**src/uepc_pkg.sv**
```systemverilog
package uepc_pkg;

    // Register byte offsets.
    localparam logic [7:0] OFS_CONTROL_ENDPOINT_CTRL  = 8'h00;
    localparam logic [7:0] OFS_ISO_IN_ENDPOINT_CTRL   = 8'h04;
    localparam logic [7:0] OFS_ISO_OUT_ENDPOINT_CTRL  = 8'h08;
    localparam logic [7:0] OFS_BULK_IN_ENDPOINT_CTRL  = 8'h0c;
    localparam logic [7:0] OFS_BULK_OUT_ENDPOINT_CTRL = 8'h10;
    localparam logic [7:0] OFS_INTR_IN_ENDPOINT_CTRL  = 8'h14;
    localparam logic [7:0] OFS_INTR_OUT_ENDPOINT_CTRL = 8'h18;
    localparam logic [7:0] OFS_SECOND_STATUS          = 8'h1c;
    localparam logic [7:0] OFS_SECOND_STATUS_MASK     = 8'h20;

    // Endpoint numbers.
    localparam int EP_CTRL     = 0;
    localparam int EP_ISO_IN   = 1;
    localparam int EP_ISO_OUT  = 2;
    localparam int EP_BULK_IN  = 3;
    localparam int EP_BULK_OUT = 4;
    localparam int EP_INTR_IN  = 5;
    localparam int EP_INTR_OUT = 6;
    localparam int NUM_EP      = 7;

    // Field positions.
    localparam int POS_ENABLE      = 31;
    localparam int POS_IN_STALL    = 20;
    localparam int POS_IN_NAK      = 19;
    localparam int POS_STALL       = 18;
    localparam int POS_NO_HSK      = 17;
    localparam int POS_NAK         = 16;
    localparam int POS_MODE        = 19;
    localparam int MAXP_SHORT_W    = 7;
    localparam int MAXP_LONG_W     = 10;

    // Writable bits of each endpoint register; the rest read as zero.
    localparam logic [31:0] WMASK_EP0 = 32'h801f007f;
    localparam logic [31:0] WMASK_EP1 = 32'h800803ff;
    localparam logic [31:0] WMASK_EP2 = 32'h801803ff;
    localparam logic [31:0] WMASK_EP3 = 32'h800d007f;
    localparam logic [31:0] WMASK_EP4 = 32'h801f007f;
    localparam logic [31:0] WMASK_EP5 = 32'h800d007f;
    localparam logic [31:0] WMASK_EP6 = 32'h8007007f;
    localparam logic [31:0] RESET_EP  = 32'h00000000;

    // Second status bits.
    localparam int ST_FRAME_START_LOST  = 0;
    localparam int ST_EXTRA_FRAME_START = 1;
    localparam int ST_ISO_IN_NO_DATA    = 2;
    localparam int ST_ISO_IN_EXTRA_TOK  = 3;
    localparam int ST_W                 = 4;
    localparam logic [3:0] RESET_ST     = 4'h0;

    typedef enum logic [1:0] {
        UEPC_TOK_SETUP,
        UEPC_TOK_IN,
        UEPC_TOK_OUT
    } uepc_tok_t;

    typedef enum logic [2:0] {
        UEPC_RESP_NONE,
        UEPC_RESP_ACK,
        UEPC_RESP_NAK,
        UEPC_RESP_STALL,
        UEPC_RESP_DATA
    } uepc_resp_t;

    typedef enum logic [1:0] {
        UEPC_RX_NORMAL,
        UEPC_RX_ASSEMBLE,
        UEPC_RX_SEPARATE
    } uepc_rx_mode_t;

endpackage

```
**src/uepc_top.sv**
```systemverilog
// The implementer's own choices: the APB register port and the register offsets.
`timescale 1ns/1ps
`default_nettype none
module uepc_top #(
    parameter int ADDR_W = 8
) (
    // Clock and reset.
    input  wire logic                 clock,
    input  wire logic                 srst,
    // APB slave.
    input  wire logic                 psel,
    input  wire logic                 penable,
    input  wire logic                 pwrite,
    input  wire logic [ADDR_W-1:0]    paddr,
    input  wire logic [31:0]          pwdata,
    output logic      [31:0]          prdata,
    output logic                      pready,
    output logic                      pslverr,
    // Token from the packet engine.
    input  wire logic                 tok_valid,
    input  wire logic [3:0]           tok_ep,
    input  wire uepc_pkg::uepc_tok_t  tok_kind,
    output logic                      resp_valid,
    output uepc_pkg::uepc_resp_t      resp_code,
    // Frame and iso IN events, one-cycle pulses.
    input  wire logic                 iso_in_extra_token,
    input  wire logic                 iso_in_no_data,
    input  wire logic                 extra_frame_start,
    input  wire logic                 frame_start_lost,
    output logic                      second_status_summary,
    // Endpoint configuration towards the data path.
    output logic [6:0]                ep_enable,
    output logic [6:0]                control_max_packet,
    output logic [9:0]                iso_in_max_packet,
    output logic [9:0]                iso_out_max_packet,
    output logic [6:0]                bulk_in_max_packet,
    output logic [6:0]                bulk_out_max_packet,
    output logic [6:0]                intr_in_max_packet,
    output logic [6:0]                intr_out_max_packet,
    output logic                      iso_in_tx_mode,
    output logic                      bulk_in_tx_mode,
    output uepc_pkg::uepc_rx_mode_t   iso_out_rx_mode,
    output uepc_pkg::uepc_rx_mode_t   bulk_out_rx_mode,
    output logic                      iso_out_report_per_packet,
    output logic                      bulk_out_report_per_packet,
    output logic                      rate_feedback_select
);

    initial begin
        if (ADDR_W < 6) begin
            $error("ADDR_W too small for the register map");
        end
    end

    logic [31:0]           ep_ctrl [0:uepc_pkg::NUM_EP-1];
    logic [3:0]            second_status;
    logic [3:0]            second_status_mask;
    logic                  control_stall_latched, bus_access, bus_write, bus_read;
    logic                  hit_ep, hit_st, hit_mask, tok_setup_ep0;
    logic [2:0]            hit_idx;
    logic [31:0]           next_prdata;
    logic [3:0]            st_events;
    uepc_pkg::uepc_resp_t  next_resp;

    function automatic logic [31:0] wmask(input logic [2:0] idx);
        case (idx)
            3'h0: wmask = uepc_pkg::WMASK_EP0;
            3'h1: wmask = uepc_pkg::WMASK_EP1;
            3'h2: wmask = uepc_pkg::WMASK_EP2;
            3'h3: wmask = uepc_pkg::WMASK_EP3;
            3'h4: wmask = uepc_pkg::WMASK_EP4;
            3'h5: wmask = uepc_pkg::WMASK_EP5;
            default: wmask = uepc_pkg::WMASK_EP6;
        endcase
    endfunction

    function automatic uepc_pkg::uepc_rx_mode_t rx_mode(input logic [1:0] f);
        case (f)
            2'h2: rx_mode = uepc_pkg::UEPC_RX_ASSEMBLE;
            2'h3: rx_mode = uepc_pkg::UEPC_RX_SEPARATE;
            default: rx_mode = uepc_pkg::UEPC_RX_NORMAL;
        endcase
    endfunction

    function automatic uepc_pkg::uepc_resp_t out_resp(input logic stall, nak, no_hsk);
        if (stall) begin
            out_resp = uepc_pkg::UEPC_RESP_STALL;
        end else if (nak) begin
            out_resp = uepc_pkg::UEPC_RESP_NAK;
        end else if (no_hsk) begin
            out_resp = uepc_pkg::UEPC_RESP_NONE;
        end else begin
            out_resp = uepc_pkg::UEPC_RESP_ACK;
        end
    endfunction

    function automatic uepc_pkg::uepc_resp_t in_resp(input logic stall, nak);
        if (stall) begin
            in_resp = uepc_pkg::UEPC_RESP_STALL;
        end else if (nak) begin
            in_resp = uepc_pkg::UEPC_RESP_NAK;
        end else begin
            in_resp = uepc_pkg::UEPC_RESP_DATA;
        end
    endfunction

    // The slave answers in the first access cycle, so reads and writes act there.
    assign bus_access = psel && penable;
    assign bus_write  = bus_access && pwrite;
    assign bus_read   = bus_access && !pwrite;
    assign pready     = 1'b1;
    assign tok_setup_ep0 = tok_valid && (tok_ep == 4'h0) && (tok_kind == uepc_pkg::UEPC_TOK_SETUP);

    always_comb begin
        hit_ep   = 1'b0;
        hit_st   = 1'b0;
        hit_mask = 1'b0;
        hit_idx  = 3'h0;
        if (paddr == ADDR_W'(uepc_pkg::OFS_CONTROL_ENDPOINT_CTRL)) begin
            hit_ep  = 1'b1;
            hit_idx = 3'h0;
        end else if (paddr == ADDR_W'(uepc_pkg::OFS_ISO_IN_ENDPOINT_CTRL)) begin
            hit_ep  = 1'b1;
            hit_idx = 3'h1;
        end else if (paddr == ADDR_W'(uepc_pkg::OFS_ISO_OUT_ENDPOINT_CTRL)) begin
            hit_ep  = 1'b1;
            hit_idx = 3'h2;
        end else if (paddr == ADDR_W'(uepc_pkg::OFS_BULK_IN_ENDPOINT_CTRL)) begin
            hit_ep  = 1'b1;
            hit_idx = 3'h3;
        end else if (paddr == ADDR_W'(uepc_pkg::OFS_BULK_OUT_ENDPOINT_CTRL)) begin
            hit_ep  = 1'b1;
            hit_idx = 3'h4;
        end else if (paddr == ADDR_W'(uepc_pkg::OFS_INTR_IN_ENDPOINT_CTRL)) begin
            hit_ep  = 1'b1;
            hit_idx = 3'h5;
        end else if (paddr == ADDR_W'(uepc_pkg::OFS_INTR_OUT_ENDPOINT_CTRL)) begin
            hit_ep  = 1'b1;
            hit_idx = 3'h6;
        end else if (paddr == ADDR_W'(uepc_pkg::OFS_SECOND_STATUS)) begin
            hit_st = 1'b1;
        end else if (paddr == ADDR_W'(uepc_pkg::OFS_SECOND_STATUS_MASK)) begin
            hit_mask = 1'b1;
        end
    end

    always_comb begin
        next_prdata = 32'h00000000;
        if (hit_ep) begin
            next_prdata = ep_ctrl[hit_idx];
        end else if (hit_st) begin
            next_prdata = {28'h0000000, second_status};
        end else if (hit_mask) begin
            next_prdata = {28'h0000000, second_status_mask};
        end
    end

    always_ff @(posedge clock) begin
        if (srst) begin
            prdata  <= 32'h00000000;
            pslverr <= 1'b0;
        end else if (psel && !penable) begin
            prdata  <= next_prdata;
            pslverr <= !(hit_ep || hit_st || hit_mask);
        end
    end

    always_ff @(posedge clock) begin
        if (srst) begin
            for (int i = 0; i < uepc_pkg::NUM_EP; i++) begin
                ep_ctrl[i] <= uepc_pkg::RESET_EP;
            end
        end else begin
            if (tok_setup_ep0) begin
                ep_ctrl[uepc_pkg::EP_CTRL][uepc_pkg::POS_IN_STALL] <= 1'b0;
                ep_ctrl[uepc_pkg::EP_CTRL][uepc_pkg::POS_STALL]    <= 1'b0;
            end
            if (bus_write && hit_ep) begin
                ep_ctrl[hit_idx] <= pwdata & wmask(hit_idx);
            end
        end
    end

    always_ff @(posedge clock) begin
        if (srst) begin
            control_stall_latched <= 1'b0;
        end else if (tok_setup_ep0) begin
            control_stall_latched <= 1'b0;
        end else if (tok_valid && tok_ep == 4'h0 && ep_ctrl[uepc_pkg::EP_CTRL][31]
                     && next_resp == uepc_pkg::UEPC_RESP_STALL) begin
            control_stall_latched <= 1'b1;
        end
    end

    always_comb begin
        logic [31:0] r;
        logic        is_in;
        r         = 32'h00000000;
        is_in     = (tok_kind == uepc_pkg::UEPC_TOK_IN);
        next_resp = uepc_pkg::UEPC_RESP_NONE;
        if (tok_ep < 4'h7) begin
            r = ep_ctrl[tok_ep[2:0]];
        end
        if (tok_ep >= 4'h7 || !r[uepc_pkg::POS_ENABLE]) begin
            next_resp = uepc_pkg::UEPC_RESP_NONE;
        end else if (tok_ep == 4'h0) begin
            if (tok_kind == uepc_pkg::UEPC_TOK_SETUP) begin
                next_resp = uepc_pkg::UEPC_RESP_ACK;
            end else if (control_stall_latched) begin
                next_resp = uepc_pkg::UEPC_RESP_STALL;
            end else if (is_in) begin
                // IN stall. IN NAK. stall first.
                next_resp = in_resp(r[uepc_pkg::POS_IN_STALL], r[uepc_pkg::POS_IN_NAK]);
            end else begin
                // OUT stall. OUT NAK. no handshake.
                next_resp = out_resp(r[uepc_pkg::POS_STALL], r[uepc_pkg::POS_NAK],
                                     r[uepc_pkg::POS_NO_HSK]);
            end
        end else if (tok_ep == 4'h1) begin
            if (is_in) begin
                next_resp = uepc_pkg::UEPC_RESP_DATA;
            end
        end else if (tok_ep == 4'h2) begin
            if (tok_kind == uepc_pkg::UEPC_TOK_OUT) begin
                next_resp = uepc_pkg::UEPC_RESP_NONE;
            end
        end else if (tok_ep == 4'h3 || tok_ep == 4'h5) begin
            // bulk IN forcing. interrupt IN forcing.
            if (is_in) begin
                next_resp = in_resp(r[uepc_pkg::POS_STALL], r[uepc_pkg::POS_NAK]);
            end
        end else begin
            if (tok_kind == uepc_pkg::UEPC_TOK_OUT) begin
                next_resp = out_resp(r[uepc_pkg::POS_STALL], r[uepc_pkg::POS_NAK],
                                     r[uepc_pkg::POS_NO_HSK]);
            end
        end
    end

    always_ff @(posedge clock) begin
        if (srst) begin
            resp_valid <= 1'b0;
            resp_code  <= uepc_pkg::UEPC_RESP_NONE;
        end else begin
            resp_valid <= tok_valid;
            if (tok_valid) begin
                resp_code <= next_resp;
            end
        end
    end

    // Iso IN events count only while that endpoint is enabled.
    assign st_events = {iso_in_extra_token && ep_ctrl[uepc_pkg::EP_ISO_IN][31],
                        iso_in_no_data && ep_ctrl[uepc_pkg::EP_ISO_IN][31],
                        extra_frame_start,
                        frame_start_lost};

    // A read clears the status, but an event in the same cycle survives.
    always_ff @(posedge clock) begin
        if (srst) begin
            second_status <= uepc_pkg::RESET_ST;
        end else if (bus_read && hit_st) begin
            second_status <= st_events;
        end else begin
            second_status <= second_status | st_events;
        end
    end

    always_ff @(posedge clock) begin
        if (srst) begin
            second_status_mask <= uepc_pkg::RESET_ST;
        end else if (bus_write && hit_mask) begin
            second_status_mask <= pwdata[3:0];
        end
    end

    always_ff @(posedge clock) begin
        if (srst) begin
            second_status_summary <= 1'b0;
        end else begin
            second_status_summary <= |(second_status & second_status_mask);
        end
    end

    always_comb begin
        for (int i = 0; i < uepc_pkg::NUM_EP; i++) begin
            ep_enable[i] = ep_ctrl[i][uepc_pkg::POS_ENABLE];
        end
    end

    assign control_max_packet  = ep_ctrl[uepc_pkg::EP_CTRL][6:0];
    assign bulk_in_max_packet  = ep_ctrl[uepc_pkg::EP_BULK_IN][6:0];
    assign bulk_out_max_packet = ep_ctrl[uepc_pkg::EP_BULK_OUT][6:0];
    assign intr_in_max_packet  = ep_ctrl[uepc_pkg::EP_INTR_IN][6:0];
    assign intr_out_max_packet = ep_ctrl[uepc_pkg::EP_INTR_OUT][6:0];
    assign iso_in_max_packet   = ep_ctrl[uepc_pkg::EP_ISO_IN][9:0];
    assign iso_out_max_packet  = ep_ctrl[uepc_pkg::EP_ISO_OUT][9:0];
    assign iso_in_tx_mode      = ep_ctrl[uepc_pkg::EP_ISO_IN][uepc_pkg::POS_MODE];
    assign bulk_in_tx_mode     = ep_ctrl[uepc_pkg::EP_BULK_IN][uepc_pkg::POS_MODE];
    assign iso_out_rx_mode     = rx_mode(ep_ctrl[uepc_pkg::EP_ISO_OUT][20:19]);
    assign bulk_out_rx_mode    = rx_mode(ep_ctrl[uepc_pkg::EP_BULK_OUT][20:19]);
    assign iso_out_report_per_packet  = (iso_out_rx_mode == uepc_pkg::UEPC_RX_NORMAL);
    assign bulk_out_report_per_packet = (bulk_out_rx_mode == uepc_pkg::UEPC_RX_NORMAL);
    assign rate_feedback_select = ep_ctrl[uepc_pkg::EP_INTR_IN][uepc_pkg::POS_MODE];

endmodule
`default_nettype wire

```
**config.mk**
```make
export PLATFORM = sky130hd
export DESIGN_NAME = uepc_top
export DESIGN_NICKNAME = d
export VERILOG_FILES = /design/src/uepc_pkg.sv /design/src/uepc_top.sv
export SDC_FILE = /design/constraint.sdc
export NUM_CORES = 1
export LEC_CHECK = 0
export ABC_AREA = 1
export ABC_CLOCK_PERIOD_IN_PS = 2500
export BUFFER_PORTS_ARGS = -buffer_cell sky130_fd_sc_hd__buf_2
export CAP_MARGIN = 20
export CORE_ASPECT_RATIO = 0.7
export CORE_UTILIZATION = 25
export CTS_CLUSTER_DIAMETER = 120
export DETAILED_ROUTE_END_ITERATION = 10
export GPL_ROUTABILITY_DRIVEN = 0
export SKIP_CTS_REPAIR_TIMING = 1
export SYNTH_ARGS = -nofsm -noshare
export SYNTH_HDL_FRONTEND = slang
export SYNTH_SLANG_ARGS = --single-unit
```
**constraint.sdc**
```tcl
create_clock -name clock -period 2.5 [get_ports clock]
set_input_delay 0 -clock clock [delete_from_list [all_inputs] [get_ports clock]]
set_output_delay 0 -clock clock [all_outputs]
set_load 0.05 [all_outputs]
```
==> flow_metrics.py <==
metrics = {
    "route": {
        "via_count": 6691,
        "first_iter_violations": 956,
        "dr.pass1.iters": 5,
        "drc": 0,
        "wl_per_cell_um": 18.0,
        "drtAntennaViolNets": 0,
        "routed_wl_mm": 26.4,
        "avgViaCountPerCell": 4.57,
    },
    "synthesis": {
        "syn_area_mm2": 0.00816,
        "synth_area_leaders": "edfxtp_1 (46%), nand2_1 (8.4%), dfxtp_1 (7.8%)",
        "netlist-cell-type-count": 41,
        "ys_seq_area_share_pct": 54.2,
        "yosys_warnings": 0,
        "netlist_instances": 891,
        "avgSynthCellArea_um2": 9.16,
        "ys_seq_elements": 158,
        "netlist.area_leader.share_pct": 46.4,
        "synth_top_area_cell": "edfxtp_1",
    },
    "floorplan": {
        "num_rows": 54,
        "core_mm2": 0.0316,
        "die_w_um": 218,
        "ios": 166,
        "dieArea_mm2": 0.0334,
        "die_h_um": 153,
        "start_util_pct": 25.8,
    },
    "critical_path": {
        "worst_r2r_startpoint": "ep_ctrl[3][16]",
        "required_ns": 2.65,
        "rr_worst_depth": 11,
        "end_kind": "register",
        "cp-start-kind": "input port",
        "startpoint": "penable",
        "crit_path_end": "ep_ctrl[0][5]",
        "cp_max_fo": 10,
        "crit_arrival_ns": 2.02,
        "reg2reg_slack_ns": 0.84,
        "r2r_end": "control_stall_latched",
        "worstSetupPathType": "input port to register",
    },
    "placed_design": {
        "port_buffers": 138,
        "dp.final_hpwl_mm": 19.2,
        "placed_cells": 1416,
    },
    "status": {
        "failed_checks": "negative hold slack",
        "run_status": "finished with violations",
    },
    "layout": {
        "antenna_cells": 0,
        "utilization_pct": 30.7,
        "fin_cells": 1463,
        "final_nets": 1086,
        "syn2layout_area_growth_pct": 18.8,
        "drive_gt1_share_pct": 23.9,
    },
    "flow_run": {
        "cap_viol_max_count": 0,
    },
    "sta": {
        "fin_skew_ns": 0.0109,
        "worst_pin_slew_ns": 0.699,
        "maxSlewHeadroom_pct": 53.3,
        "drv_slew": 0,
        "setup_viol": 0,
        "finalHoldViolCount": 3,
        "fin_setup_tns_ns": 0,
        "period_share_pct": 75.0,
        "holdWs_ns": -0.0530,
        "rsz0062_at_grt": "no",
        "finalCriticalPeriod_ns": 1.87,
        "fmax_mhz": 533,
    },
    "hold_path": {
        "hold_class": "input port to register",
    },
    "grt": {
        "grt_max_degree": 22,
        "grt.total_usage_pct": 15.9,
        "grt_pass1_vias": 6203,
        "overflow": 0,
        "grt_pass1_wl_mm": 38.9,
        "antenna_found_initial": 0,
    },
    "cts": {
        "cts_tree": "yes",
        "clk_latency_ns": 0.44,
        "htreeDepth": 4,
        "numCtsBuffers": 17,
        "cts_sinks": 158,
        "root_buffer": "clkbuf_16",
        "clk_pin_slew_worst_paths_ns": 0.06,
        "cts_buffer_depth": 2,
    },
    "power_and_ir_drop": {
        "cellLeakagePower_nw": 4.01,
        "peakVddDrop_v": 0.000441,
        "power.density_mw_per_mm2": 638,
    },
}
-- per-layer routing --
layer,up-vias,part of all wire [%],global-route usage [%]
met5,-,0,0
met4,0,1.1,4.10
met3,25,11,3.94
met2,368,44,23.2
met1,3162,45,23.3
li1,3136,-,-
-- Yosys cell counts, drive strengths merged --
master and n:
nand2 191, edfxtp 126, nor2 114, buf 103, inv 89, o21ai 68, nand3 45, a21oi 41
dfxtp 32, nor3 24, o22ai 24, nand4 15, clkbuf 8, clkinv 2, conb 2, a41oi 1
and3 1, mux2i 1, o211ai 1, o21a 1, o311ai 1, o31ai 1
-- sequential cells by signal, summed over array words and instances (netlist names) --
register,cells
resp_valid,1
resp_code,3
pslverr,1
control_stall_latched,1
prdata,17
second_status_mask,4
second_status_summary,1
ep_ctrl,126
second_status,4
-- stage by stage --
step           power (mW)  cell area, um2  setup WS (ns)
6_report             6.19            9700          0.625
3_3_place_gp         3.86            9040          0.513
2_1_floorplan        3.68            8330          0.121
5_1_grt              6.39            9700          0.513
3_5_place_dp         3.87            9040          0.474
4_1_cts              6.20            9550          0.877
-- area by class of cell --
class,instances,area [um2]
Timing Repair Buffer,185,1120
Clock buffer,22,444
Tap cell,420,526
Sequential cell,158,4420
Fill cell,3352,21900
Clock inverter,10,67.6
Inverter,91,345
Multi-Input combinational cell,577,2770
-- cell usage in the layout, fill, tap and decap left out, drive strengths merged --
| cell type | instances |
|---|---|
| clkinv | 9 |
| nand3 | 45 |
| dfxtp | 32 |
| o211ai | 1 |
| a21oi | 41 |
| o22ai | 24 |
| and3 | 1 |
| nand4 | 15 |
| conb | 48 |
| edfxtp | 126 |
| a41oi | 1 |
| o31ai | 1 |
| o21ai | 68 |
| dlygate4sd3 | 15 |
| inv | 90 |
| o21a | 1 |
| clkinvlp | 2 |
| mux2i | 1 |
| o311ai | 1 |
| clkbuf | 22 |
| buf | 170 |
| nor2 | 114 |
| nand2 | 191 |
| nor3 | 24 |
-- how the worst min path moves through the flow --
stage / startpoint / to / slack [ns] / cells after the start
final: pwdata[0] / second_status_mask[0] / -0.05 / 3
after CTS: frame_start_lost / second_status[0] / -0.24 / 3
after global routing: pwdata[0] / second_status_mask[0] / 0.01 / 3
after global placement: frame_start_lost / second_status[0] / 0.22 / 3
after detailed placement: extra_frame_start / second_status[1] / 0.22 / 3
after floorplan: frame_start_lost / second_status[0] / 0.12 / 2
-- report_power, final --
group / internal (mW) / total, mW / switching [mW]
Sequential: 2.97 / 3.06 / 0.0922
Clock: 1.26 / 2.35 / 1.09
Combinational: 0.182 / 0.777 / 0.596
Total: 4.41 / 6.19 / 1.77
-- worst max-delay path, cell delays in order --
cell and delay [ns]:
dlygate4sd3_1 0.52, buf_2 0.12, nand2_1 0.05, nor2_1 0.30
nand2_4 0.14, nor2_8 0.19, nand2_4 0.09, clkinv_2 0.09
nand2_2 0.05, nand2_1 0.25, buf_12 0.20
-- cells by family (layout without fill, tap and decap cells) --
group	Yosys count	in the layout	share of synthesized area (%)
buffers and inverters	202	308	14.1
flip-flops	158	158	54.2
AO/OA/AOI/OAI	138	138	9.31
multiplexers	1	1	0.123
other	2	48	0.0920
AND/OR/NAND/NOR	390	390	22.2
Note: power is estimated with default switching activity, not from simulation.
